## src/pkg/ppm_defines.svh

```systemverilog
// Register indices, field masks and reset values of the port function multiplexer
`ifndef PPM_DEFINES_SVH
`define PPM_DEFINES_SVH
// Register indices; the byte address is four times the index
`define PPM_IDX_P0_FSEL 32'hFFFFF040
`define PPM_IDX_P1_FSEL 32'hFFFFF042
`define PPM_IDX_P0_ALT 32'hFFFFF580
`define PPM_IDX_P1_ALT 32'hFFFFF582
`define PPM_IDX_P0_LAT 32'hFFFFF000
`define PPM_IDX_P1_LAT 32'hFFFFF002
`define PPM_IDX_P0_PIN 32'hFFFFF004
`define PPM_IDX_P1_PIN 32'hFFFFF006
`define PPM_IDX_P0_DIR 32'hFFFFF020
`define PPM_IDX_P1_DIR 32'hFFFFF022
// Alternate-choice bits that exist; the low nibble is fixed to zero
`define PPM_ALT_MASK 8'hF0
// Reset values
`define PPM_RST_FSEL 8'h00
`define PPM_RST_ALT 8'h00
`define PPM_RST_DIR 8'hFF
`define PPM_RST_LAT 8'h00
// AXI responses
`define PPM_RESP_OKAY 2'h0
`define PPM_RESP_SLVERR 2'h2
`endif

```

## src/pkg/ppm_pkg.sv

```systemverilog
// Types of the port function multiplexer
package ppm_pkg;

  // What a pin offers when its function-select bit is set
  typedef enum logic [1:0] {
    PPM_TMR_OUT,
    PPM_TMR_IN,
    PPM_ALT_IN,
    PPM_ALT_OUT
  } ppm_kind_e;

  // Register selector decoded from a word index
  typedef enum logic [3:0] {
    PPM_R_P0_FSEL,
    PPM_R_P1_FSEL,
    PPM_R_P0_ALT,
    PPM_R_P1_ALT,
    PPM_R_P0_DIR,
    PPM_R_P1_DIR,
    PPM_R_P0_LAT,
    PPM_R_P1_LAT,
    PPM_R_P0_PIN,
    PPM_R_P1_PIN,
    PPM_R_NONE
  } ppm_reg_e;

  typedef struct packed {
    logic awready;
    logic wready;
    logic bvalid;
    logic [1:0] bresp;
    logic arready;
    logic rvalid;
    logic [1:0] rresp;
    logic [31:0] rdata;
    logic aw_have;
    logic w_have;
    logic [29:0] aw_idx;
    logic [7:0] wbyte;
    logic wlane0;
    logic [7:0] fsel0;
    logic [7:0] fsel1;
    logic [7:0] alt0;
    logic [7:0] alt1;
    logic [7:0] dir0;
    logic [7:0] dir1;
    logic [7:0] lat0;
    logic [7:0] lat1;
    logic [7:0] pout0;
    logic [7:0] poe0;
    logic [7:0] pout1;
    logic [7:0] poe1;
    logic g10_clr;
    logic g10_cap;
    logic [3:0] irq_a;
    logic [3:0] dreq;
    logic g11_clr;
    logic g11_cap;
    logic [3:0] irq_b;
  } ppm_state_s;

endpackage : ppm_pkg

```

## src/rtl/ppm_pin_cell.sv

```systemverilog
// One pin: chooses between plain I/O and its peripheral function
`timescale 1ns/1ps
module ppm_pin_cell #(
  parameter ppm_pkg::ppm_kind_e KIND = ppm_pkg::PPM_TMR_OUT
) (
  // Configuration
  input wire logic fsel,
  input wire logic alt,
  input wire logic dir,
  input wire logic latch,
  // Peripheral side
  input wire logic periph_drive,
  output logic to_periph_a,
  output logic to_periph_b,
  // Pin side
  input wire logic pin_in,
  output logic pin_drive,
  output logic pin_oe
);

  always_comb
  begin
    // Plain I/O: latch drives when direction is output (0)
    pin_drive = latch;
    pin_oe = ~dir;
    to_periph_a = 1'b0;
    to_periph_b = 1'b0;
    if (fsel)
    begin
      unique case (KIND)
        ppm_pkg::PPM_TMR_OUT:
        begin
          pin_drive = periph_drive;
          pin_oe = 1'b1;
        end
        ppm_pkg::PPM_TMR_IN:
        begin
          pin_oe = 1'b0;
          to_periph_a = pin_in;
        end
        ppm_pkg::PPM_ALT_IN:
        begin
          pin_oe = 1'b0;
          to_periph_a = pin_in & ~alt;
          to_periph_b = pin_in & alt;
        end
        ppm_pkg::PPM_ALT_OUT:
        begin
          pin_oe = alt;
          pin_drive = alt ? periph_drive : latch;
          to_periph_a = pin_in & ~alt;
        end
      endcase
    end
  end

endmodule : ppm_pin_cell

```

## src/rtl/ppm_top.sv

```systemverilog
// Function multiplexer for ports 0 and 1 with an AXI4-Lite register slave
//
// Implementation choice: the AXI4-Lite slave port.
`timescale 1ns/1ps
`include "ppm_defines.svh"
module ppm_top (
  // Clock and reset
  input wire logic aclk,
  input wire logic aresetn,
  // AXI4-Lite write
  input wire logic [31:0] awaddr,
  input wire logic awvalid,
  output logic awready,
  input wire logic [31:0] wdata,
  input wire logic [3:0] wstrb,
  input wire logic wvalid,
  output logic wready,
  output logic [1:0] bresp,
  output logic bvalid,
  input wire logic bready,
  // AXI4-Lite read
  input wire logic [31:0] araddr,
  input wire logic arvalid,
  output logic arready,
  output logic [31:0] rdata,
  output logic [1:0] rresp,
  output logic rvalid,
  input wire logic rready,
  // Port 0 pins
  input wire logic [7:0] port0_pin_in,
  output logic [7:0] port0_pin_out,
  output logic [7:0] port0_pin_oe,
  // Port 1 pins
  input wire logic [7:0] port1_pin_in,
  output logic [7:0] port1_pin_out,
  output logic [7:0] port1_pin_oe,
  // Peripheral outputs that may reach pins
  input wire logic timer_g10_pulse_out_a,
  input wire logic timer_g10_pulse_out_b,
  input wire logic timer_g11_pulse_out_a,
  input wire logic timer_g11_pulse_out_b,
  input wire logic [3:0] dma_acknowledge_out,
  // Peripheral inputs fed from pins
  output logic timer_g10_counter_clear_in,
  output logic timer_g10_capture_in,
  output logic [3:0] ext_irq_a,
  output logic [3:0] dma_request_in,
  output logic timer_g11_counter_clear_in,
  output logic timer_g11_capture_in,
  output logic [3:0] ext_irq_b
);

  localparam logic [31:0] IDX_P0_FSEL = `PPM_IDX_P0_FSEL;
  localparam logic [31:0] IDX_P1_FSEL = `PPM_IDX_P1_FSEL;
  localparam logic [31:0] IDX_P0_ALT = `PPM_IDX_P0_ALT;
  localparam logic [31:0] IDX_P1_ALT = `PPM_IDX_P1_ALT;
  localparam logic [31:0] IDX_P0_DIR = `PPM_IDX_P0_DIR;
  localparam logic [31:0] IDX_P1_DIR = `PPM_IDX_P1_DIR;
  localparam logic [31:0] IDX_P0_LAT = `PPM_IDX_P0_LAT;
  localparam logic [31:0] IDX_P1_LAT = `PPM_IDX_P1_LAT;
  localparam logic [31:0] IDX_P0_PIN = `PPM_IDX_P0_PIN;
  localparam logic [31:0] IDX_P1_PIN = `PPM_IDX_P1_PIN;
  localparam logic [7:0] ALT_MASK = `PPM_ALT_MASK;

  ppm_pkg::ppm_state_s st_ff;
  ppm_pkg::ppm_state_s nxt_st;
  ppm_pkg::ppm_reg_e wsel;
  ppm_pkg::ppm_reg_e rsel;
  logic wr_go;
  logic [7:0] c0_drv;
  logic [7:0] c0_oe;
  logic [7:0] c0_ia;
  logic [7:0] c0_ib;
  logic [7:0] c1_drv;
  logic [7:0] c1_oe;
  logic [7:0] c1_ia;
  logic [7:0] c1_ib;
  logic [7:0] p0_periph;
  logic [7:0] p1_periph;

  // Word index to register; the upper two index bits fall off the 32-bit bus
  function automatic ppm_pkg::ppm_reg_e ppm_decode(input logic [29:0] idx);
    ppm_pkg::ppm_reg_e r;
    r = ppm_pkg::PPM_R_NONE;
    if (idx == IDX_P0_FSEL[29:0]) r = ppm_pkg::PPM_R_P0_FSEL;
    if (idx == IDX_P1_FSEL[29:0]) r = ppm_pkg::PPM_R_P1_FSEL;
    if (idx == IDX_P0_ALT[29:0]) r = ppm_pkg::PPM_R_P0_ALT;
    if (idx == IDX_P1_ALT[29:0]) r = ppm_pkg::PPM_R_P1_ALT;
    if (idx == IDX_P0_DIR[29:0]) r = ppm_pkg::PPM_R_P0_DIR;
    if (idx == IDX_P1_DIR[29:0]) r = ppm_pkg::PPM_R_P1_DIR;
    if (idx == IDX_P0_LAT[29:0]) r = ppm_pkg::PPM_R_P0_LAT;
    if (idx == IDX_P1_LAT[29:0]) r = ppm_pkg::PPM_R_P1_LAT;
    if (idx == IDX_P0_PIN[29:0]) r = ppm_pkg::PPM_R_P0_PIN;
    if (idx == IDX_P1_PIN[29:0]) r = ppm_pkg::PPM_R_P1_PIN;
    return r;
  endfunction : ppm_decode

  // Peripheral signals offered to each pin
  assign p0_periph = {6'h00, timer_g10_pulse_out_b, timer_g10_pulse_out_a};
  assign p1_periph = {dma_acknowledge_out, 2'h0, timer_g11_pulse_out_b, timer_g11_pulse_out_a};

  genvar gi;
  generate
    for (gi = 0; gi < 8; gi++)
    begin : g_pin
      localparam ppm_pkg::ppm_kind_e K_LO = (gi < 2) ? ppm_pkg::PPM_TMR_OUT : ppm_pkg::PPM_TMR_IN;
      ppm_pin_cell #(
        .KIND((gi < 4) ? K_LO : ppm_pkg::PPM_ALT_IN)
      ) u_p0 (
        .fsel(st_ff.fsel0[gi]),
        .alt(st_ff.alt0[gi]),
        .dir(st_ff.dir0[gi]),
        .latch(st_ff.lat0[gi]),
        .periph_drive(p0_periph[gi]),
        .to_periph_a(c0_ia[gi]),
        .to_periph_b(c0_ib[gi]),
        .pin_in(port0_pin_in[gi]),
        .pin_drive(c0_drv[gi]),
        .pin_oe(c0_oe[gi])
      );
      ppm_pin_cell #(
        .KIND((gi < 4) ? K_LO : ppm_pkg::PPM_ALT_OUT)
      ) u_p1 (
        .fsel(st_ff.fsel1[gi]),
        .alt(st_ff.alt1[gi]),
        .dir(st_ff.dir1[gi]),
        .latch(st_ff.lat1[gi]),
        .periph_drive(p1_periph[gi]),
        .to_periph_a(c1_ia[gi]),
        .to_periph_b(c1_ib[gi]),
        .pin_in(port1_pin_in[gi]),
        .pin_drive(c1_drv[gi]),
        .pin_oe(c1_oe[gi])
      );
    end
  endgenerate

  always_comb
  begin
    nxt_st = st_ff;
    wsel = ppm_decode(st_ff.aw_idx);
    rsel = ppm_decode(araddr[31:2]);
    wr_go = st_ff.aw_have && st_ff.w_have && !st_ff.bvalid;
    // Address and data may arrive in either order
    if (awvalid && st_ff.awready)
    begin
      nxt_st.aw_have = 1'b1;
      nxt_st.aw_idx = awaddr[31:2];
    end
    if (wvalid && st_ff.wready)
    begin
      nxt_st.w_have = 1'b1;
      nxt_st.wbyte = wdata[7:0];
      nxt_st.wlane0 = wstrb[0];
    end
    if (st_ff.bvalid && bready)
    begin
      nxt_st.bvalid = 1'b0;
    end
    if (wr_go)
    begin
      nxt_st.aw_have = 1'b0;
      nxt_st.w_have = 1'b0;
      nxt_st.bvalid = 1'b1;
      nxt_st.bresp = (wsel == ppm_pkg::PPM_R_NONE) ? `PPM_RESP_SLVERR : `PPM_RESP_OKAY;
      // Only byte lane 0 carries register bits; other lanes are ignored
      if (st_ff.wlane0)
      begin
        unique case (wsel)
          ppm_pkg::PPM_R_P0_FSEL: nxt_st.fsel0 = st_ff.wbyte;
          ppm_pkg::PPM_R_P1_FSEL: nxt_st.fsel1 = st_ff.wbyte;
          ppm_pkg::PPM_R_P0_ALT: nxt_st.alt0 = st_ff.wbyte & ALT_MASK;
          ppm_pkg::PPM_R_P1_ALT: nxt_st.alt1 = st_ff.wbyte & ALT_MASK;
          ppm_pkg::PPM_R_P0_DIR: nxt_st.dir0 = st_ff.wbyte;
          ppm_pkg::PPM_R_P1_DIR: nxt_st.dir1 = st_ff.wbyte;
          ppm_pkg::PPM_R_P0_LAT: nxt_st.lat0 = st_ff.wbyte;
          ppm_pkg::PPM_R_P1_LAT: nxt_st.lat1 = st_ff.wbyte;
          default: nxt_st.bresp = st_ff.bvalid ? st_ff.bresp : nxt_st.bresp;
        endcase
      end
    end
    nxt_st.awready = !nxt_st.aw_have && !nxt_st.bvalid;
    nxt_st.wready = !nxt_st.w_have && !nxt_st.bvalid;
    // Read answers at the edge that takes the address
    if (st_ff.rvalid && rready)
    begin
      nxt_st.rvalid = 1'b0;
    end
    if (arvalid && st_ff.arready)
    begin
      nxt_st.rvalid = 1'b1;
      nxt_st.rresp = `PPM_RESP_OKAY;
      nxt_st.rdata = 32'h0000_0000;
      unique case (rsel)
        ppm_pkg::PPM_R_P0_FSEL: nxt_st.rdata[7:0] = st_ff.fsel0;
        ppm_pkg::PPM_R_P1_FSEL: nxt_st.rdata[7:0] = st_ff.fsel1;
        ppm_pkg::PPM_R_P0_ALT: nxt_st.rdata[7:0] = st_ff.alt0 & ALT_MASK;
        ppm_pkg::PPM_R_P1_ALT: nxt_st.rdata[7:0] = st_ff.alt1 & ALT_MASK;
        ppm_pkg::PPM_R_P0_DIR: nxt_st.rdata[7:0] = st_ff.dir0;
        ppm_pkg::PPM_R_P1_DIR: nxt_st.rdata[7:0] = st_ff.dir1;
        ppm_pkg::PPM_R_P0_LAT: nxt_st.rdata[7:0] = st_ff.lat0;
        ppm_pkg::PPM_R_P1_LAT: nxt_st.rdata[7:0] = st_ff.lat1;
        ppm_pkg::PPM_R_P0_PIN: nxt_st.rdata[7:0] = port0_pin_in;
        ppm_pkg::PPM_R_P1_PIN: nxt_st.rdata[7:0] = port1_pin_in;
        default: nxt_st.rresp = `PPM_RESP_SLVERR;
      endcase
    end
    nxt_st.arready = !nxt_st.rvalid;
    // Pin and peripheral sides, registered once
    nxt_st.pout0 = c0_drv;
    nxt_st.poe0 = c0_oe;
    nxt_st.pout1 = c1_drv;
    nxt_st.poe1 = c1_oe;
    nxt_st.g10_clr = c0_ia[2];
    nxt_st.g10_cap = c0_ia[3];
    nxt_st.irq_a = c0_ia[7:4];
    nxt_st.dreq = c0_ib[7:4];
    nxt_st.g11_clr = c1_ia[2];
    nxt_st.g11_cap = c1_ia[3];
    nxt_st.irq_b = c1_ia[7:4];
  end

  always_ff @(posedge aclk)
  begin
    if (!aresetn)
    begin
      st_ff <= '0;
      st_ff.fsel0 <= `PPM_RST_FSEL;
      st_ff.fsel1 <= `PPM_RST_FSEL;
      st_ff.alt0 <= `PPM_RST_ALT;
      st_ff.alt1 <= `PPM_RST_ALT;
      st_ff.dir0 <= `PPM_RST_DIR;
      st_ff.dir1 <= `PPM_RST_DIR;
      st_ff.lat0 <= `PPM_RST_LAT;
      st_ff.lat1 <= `PPM_RST_LAT;
    end
    else
    begin
      st_ff <= nxt_st;
    end
  end

  assign awready = st_ff.awready;
  assign wready = st_ff.wready;
  assign bvalid = st_ff.bvalid;
  assign bresp = st_ff.bresp;
  assign arready = st_ff.arready;
  assign rvalid = st_ff.rvalid;
  assign rresp = st_ff.rresp;
  assign rdata = st_ff.rdata;
  assign port0_pin_out = st_ff.pout0;
  assign port0_pin_oe = st_ff.poe0;
  assign port1_pin_out = st_ff.pout1;
  assign port1_pin_oe = st_ff.poe1;
  assign timer_g10_counter_clear_in = st_ff.g10_clr;
  assign timer_g10_capture_in = st_ff.g10_cap;
  assign ext_irq_a = st_ff.irq_a;
  assign dma_request_in = st_ff.dreq;
  assign timer_g11_counter_clear_in = st_ff.g11_clr;
  assign timer_g11_capture_in = st_ff.g11_cap;
  assign ext_irq_b = st_ff.irq_b;
endmodule : ppm_top

```

## config.mk

```make
export PLATFORM = sky130hd
export DESIGN_NAME = ppm_top
export DESIGN_NICKNAME = d
export VERILOG_FILES = /design/src/pkg/ppm_pkg.sv /design/src/rtl/ppm_pin_cell.sv /design/src/rtl/ppm_top.sv
export VERILOG_INCLUDE_DIRS = /design/src /design/src/pkg
export SDC_FILE = /design/constraint.sdc
export NUM_CORES = 1
export LEC_CHECK = 0
export CORE_MARGIN = 5
export CORE_UTILIZATION = 55
export CTS_CLUSTER_DIAMETER = 120
export DETAILED_ROUTE_END_ITERATION = 10
export DONT_BUFFER_PORTS = 1
export GPL_TIMING_DRIVEN = 0
export PLACE_DENSITY = 0.7
export SLEW_MARGIN = 25
export SYNTH_ARGS = -nofsm -noshare
export SYNTH_HDL_FRONTEND = slang
export SYNTH_HIERARCHICAL = 1
export SYNTH_SLANG_ARGS = --single-unit
export TNS_END_PERCENT = 20
```

## constraint.sdc

```tcl
create_clock -name aclk -period 3.2 [get_ports aclk]
set_input_delay 0.16 -clock aclk [delete_from_list [all_inputs] [get_ports aclk]]
set_output_delay 0.16 -clock aclk [all_outputs]
set_load 0.005 [all_outputs]
```

==> results.tsv, run 1 <==
metric	value	unit
outcome	completed	
Starting DRT DRC Count	431	
most common cell after layout, fill and taps aside	dfxtp_1	
Leak Pwr	3.94	nW
Worst Skew	0.00830	ns
setup violators final	0	
Fmax	0.367	GHz
Horiz. Die Dim	127	um
Synth Warn #	6	
switching power	960	uW
power share of the combinational group	6.6	%
Critical path origin	st_ff[127]	
clk sinks	160	
cts bufs inserted	17	
Antenna Cells	0	
Hold Path End	ext_irq_a[1]	
Die Area	0.0163	sq mm
Switching Share	22.2	%
worst path arrival time	3.01	ns
final net count	1049	
Clk network pwr share	46.0	%
post-route ant nets	0	
drt via density	5.43	
Syn Area/Cell	9.33	sq um
crit start category	register	
drt pass-1 iters	7	
share of cells above drive strength 1	17.2	%
gp weighted congestion	0.910	
Clock Latency Late Sink	0.42	ns
Hold Crit Start	port0_pin_in[5]	
hold depth	2	
vias	6024	
dpl hpwl	14400	um
RR Endpoint	st_ff[65]	
RSZ-0062 raised after global routing	false	
GR Overflow Total	0	
H-tree levels	4	
Critical R2R Launch	st_ff[127]	
most frequent cells in the layout	dfxtp_1, nand2_1, buf_4	
vias in the first global route	5925	
WL/cell	18.2	um
setup_tns	0	ns
Power Dens Cells	474	mW/mm^2
crit end category	register	
Slew Viols, Final	0	
Cell Int Power	3.36	mW
Critical-path top delay cell	nor4_4	
largest net degree at the start of global routing	17	
CTS clk-pin slew, worst paths	0.06	ns
CTS Buffer Depth	2	
first-pass GRT wire length	31000	um
Initial Util	55.3	%
peak fanout along the critical path	8	
Port Buffers	0	
final hold vios	0	
maxcap violations	0	
Synth Instances	814	
CP max stage delay	0.87	ns
Seq pwr share	47.4	%
Post-route DRC	0	
core box area	0.0137	sq mm
Root Driver	clkbuf_16	
Final min period	2.73	ns
Req. time, crit path	3.48	ns
R2R depth	6	
CP Cell Sequence	or4_1 > a21oi_1 > o2111ai_1 > nor4_4 > mux2i_1 > nand2_1	
worst reg2reg setup slack	0.47	ns
WS Path Type	reg -> reg	
Die Y-Extent	127	um
CTS tree	built	
Layout area overhead	20.0	%
I/O pin count	220	
total power draw	4.32	mW
Slew HR	34.2	%
initial antenna violation count	0	
Worst-Margin Slew	0.980	ns
Worst IR Drop VDD	0.000312	V
FP Rows	43	
Post-Syn Area	0.00759	sq mm
Total GRT Usage	24.6	%
WL final	20200	um
period utilization	85.2	%
worst min-delay path class	in -> reg	
Post-CTS Setup Inserts	0	
-- registers in the layout, summed over array words and instances, names as in the netlist --
| register | flops |
|---|---|
| st_ff | 97 |
| port0_pin_oe | 8 |
| port0_pin_out | 8 |
| port1_pin_oe | 8 |
| port1_pin_out | 8 |
| rdata | 8 |
| dma_request_in | 4 |
| ext_irq_a | 4 |
| ext_irq_b | 4 |
| arready | 1 |
| awready | 1 |
| bresp | 1 |
| bvalid | 1 |
| rresp | 1 |
| rvalid | 1 |
| timer_g10_capture_in | 1 |
| timer_g10_counter_clear_in | 1 |
| timer_g11_capture_in | 1 |
| timer_g11_counter_clear_in | 1 |
| wready | 1 |
-- power groups by stage --
stage	logic [mW]	registers [mW]	clock network, mW
floorplan	0.164	2.09	0
global placement	0.214	2.09	0
detailed placement	0.219	2.09	0
CTS	0.279	2.05	2.00
global route	0.312	2.05	2.09
finish	0.286	2.05	1.99
-- routing by layer --
layer / GRT usage [%] / vias to the layer above / wire length, um / share of wire, %
met5: 0 / - / 0 / 0
met4: 8.52 / 0 / 439 / 2.2
met3: 6.35 / 38 / 1660 / 8.2
met2: 41.7 / 275 / 9870 / 49
met1: 30.2 / 2825 / 8260 / 41
li1: - / 2886 / - / -
-- metrics by stage --
step | worst slack (ns) | std cells | hold WS (ns) | utilization, % | cell area [sq um]
4_1_cts | 0.489 | 1109 | 0.00782 | 66.3 | 9100
3_5_place_dp | 0.522 | 1020 | 0.313 | 57.8 | 7940
3_3_place_gp | 0.295 | 1019 | 0.309 | 57.7 | 7910
5_1_grt | 0.304 | 1110 | 0.0202 | 66.4 | 9110
2_1_floorplan | 0.766 | 839 | 0.305 | - | 7690
6_report | 0.474 | 1110 | 0.0114 | 66.4 | 9110
-- area by class of cell --
type / count / area (sq um)
buffer: 131 / 850
clock buffer: 22 / 474
clock inverter: 9 / 108
fill: 1113 / 4610
inverter: 1 / 3.75
multi-input combinational: 547 / 3650
sequential: 160 / 3200
tap: 180 / 225
timing repair buffer: 60 / 598
-- worst max-delay path: cells and delay by family (launching register included) --
| family | cells | cell delay, ns |
|---|---|---|
| DFF | 1 | 0.37 |
| AOI/OAI and AO/OA | 2 | 0.40 |
| and+or+nand+nor | 3 | 1.54 |
| muxes | 1 | 0.27 |
-- how the worst max path moves through the flow --
stage | endpoint | slack (ns) | cells past startpoint
after global placement | rdata[6] | 0.29 | 6
after floorplan | st_ff[104] | 0.77 | 7
final | st_ff[65] | 0.47 | 6
after detailed placement | st_ff[71] | 0.52 | 6
after global routing | st_ff[65] | 0.30 | 6
after CTS | st_ff[65] | 0.49 | 6
-- timing repair --
action / CTS / global route
hold buffers: 58 / 1
resized for setup: 0 / 0
endpoints found under the hold margin: 59 / 1
No activity file was read; power rests on OpenSTA's default activity.
==> run 2: changes to the inputs <==
CAP_MARGIN = 0   (was unset)
clock period = 3.51 ns   (was 3.2 ns; I/O delays follow)
==> run 2 against run 1 <==
Non-clock buffer count decreased by 7. Die area unchanged. Global-route usage down 0.16 points. Maximum frequency hardly changed. Power fell by 9.0%. Clock skew is 0.00062 ns higher. Count of clock-buffer cells in the layout unchanged. Worst hold slack worse by 0.0028 ns. Clock power down 9%. Setup slack better by 0.31 ns. Register-to-register slack better by 0.31 ns. Cell count fell by 0.63%. Largest cell class unchanged.
==> results.tsv, run 2 (synthesized netlist as in run 1, its figures left out) <==
metric	value	unit	change
outcome	completed		
Die Area	0.0163	sq mm	unchanged
WS Path Type	reg -> reg		
Post-CTS Setup Inserts	0		unchanged
Slew Viols, Final	0		unchanged
Total GRT Usage	24.4	%	-0.16 points
GR Overflow Total	0		unchanged
final net count	1042		-0.67%
gp weighted congestion	0.910		unchanged
top register by number of flip-flops	st_ff		
first-pass GRT wire length	30800	um	-0.65%
Seq pwr share	47.5	%	about the same
setup_tns	0	ns	unchanged
RSZ-0062 raised after global routing	false		
period utilization	77.6	%	-7.6 points
Leak Pwr	3.91	nW	-0.74%
initial antenna violation count	0		unchanged
share of cells above drive strength 1	17.3	%	+0.13 points
Worst-Margin Slew	0.991	ns	+0.0114 ns
switching power	874	uW	-9.0%
Worst Skew	0.00893	ns	+0.000624 ns
peak fanout along the critical path	8		unchanged
most frequent cells in the layout	dfxtp_1, nand2_1, buf_4		
Die Y-Extent	127	um	unchanged
CTS Buffer Depth	2		unchanged
WL final	20100	um	-0.84%
Layout area overhead	19.1	%	
Cell Int Power	3.06	mW	-9.0%
I/O pin count	220		unchanged
total power draw	3.94	mW	-9.0%
Root Driver	clkbuf_16		
crit end category	register		
cts repair resizes	0		unchanged
hold_buf cts	52		-10%
CP bufs+invs	0		unchanged
clk sinks	160		unchanged
final hold vios	0		unchanged
H-tree levels	4		unchanged
Req. time, crit path	3.79	ns	+0.31 ns
Fmax	0.367	GHz	about the same
Starting DRT DRC Count	382		-11%
Slew HR	33.3	%	-0.88 points
Clock Latency Late Sink	0.42	ns	about the same
pre-CTS WS	0.832	ns	+0.310 ns
post-route cell area	0.00904	sq mm	-0.77%
setup violators final	0		unchanged
Antenna Cells	0		unchanged
largest net degree at the start of global routing	17		unchanged
crit start category	register		
WL/cell	18.2	um	-0.21%
CP Cell Sequence	or4_1 > a21oi_1 > o2111ai_1 > nor4_4 > mux2i_1 > nand2_1		
area post-placement	0.00794	sq mm	unchanged
Initial Util	55.3	%	unchanged
Power Dens Cells	435	mW/mm^2	-8.3%
maxcap violations	0		unchanged
dpl hpwl	14400	um	unchanged
CTS tree	built		
drt via density	5.41		-0.32%
Post-route DRC	0		unchanged
CP max stage delay	0.86	ns	about the same
Critical R2R Launch	st_ff[127]		
post-route ant nets	0		unchanged
worst hold margin	0.00863	ns	-0.00282 ns
most common cell after layout, fill and taps aside	dfxtp_1		
FP Rows	43		unchanged
Final WS setup	0.787	ns	+0.312 ns
Horiz. Die Dim	127	um	unchanged
Worst IR Drop VDD	0.000285	V	-8.9%
cts bufs inserted	17		unchanged
worst min-delay path class	in -> reg		
vias in the first global route	5895		-0.51%
power share of the combinational group	6.4	%	-0.2 points
drt pass-1 iters	5		-2
vias	5967		-0.95%
Hold Crit Start	dma_acknowledge_out[0]		
Switching Share	22.2	%	about the same
worst path arrival time	3.00	ns	about the same
Final min period	2.72	ns	-0.00242 ns
core box area	0.0137	sq mm	unchanged
max reg flops	97		unchanged
CTS clk-pin slew, worst paths	0.06	ns	about the same
Clk network pwr share	46.0	%	about the same
Critical path origin	st_ff[127]		
Port Buffers	0		unchanged
Critical-path top delay cell	nor4_4		
Top delay family on crit path	simple AND/OR/NAND/NOR gates		
==> run 2: layout make-up <==
type,instances,area [sq um]
fill,1122,4680
multi-input combinational,547,3650
sequential,160,3200
buffer,131,850
timing repair buffer,53,528
clock buffer,22,474
tap,180,225
clock inverter,9,108
inverter,1,3.75
==> run 2: final timing paths <==
| check | slack [ns] | end | depth (start not counted) |
|---|---|---|---|
| max | 0.79 | st_ff[65] | 6 |
| min | 0.009 | port1_pin_out[4] | 2 |
| max reg2reg | 0.79 | st_ff[65] | 6 |
| min reg2reg | 0.46 | st_ff[121] | 2 |
==> run 2: metal layers <==
metal / part of all wire (%) / global-route usage [%] / vias up
met5: 0 / 0 / -
met4: 2.4 / 8.71 / 0
met3: 8.9 / 6.61 / 38
met2: 48 / 41.3 / 272
met1: 40 / 29.8 / 2781
li1: - / - / 2876
==> run 2: per-stage QoR <==
stage                     utilization (%)  std cells
final                                65.9       1103
after detailed placement             57.8       1020
after floorplan                         -        839
after global placement               57.7       1019
after CTS                            65.9       1103
after global routing                 65.9       1103
==> run 2: power by group through the flow <==
stage / logic [mW] / registers, mW / clock network [mW]
2_1_floorplan: 0.150 / 1.90 / 0
3_3_place_gp: 0.195 / 1.91 / 0
3_5_place_dp: 0.200 / 1.91 / 0
4_1_cts: 0.248 / 1.87 / 1.83
5_1_grt: 0.278 / 1.87 / 1.91
6_report: 0.254 / 1.87 / 1.81
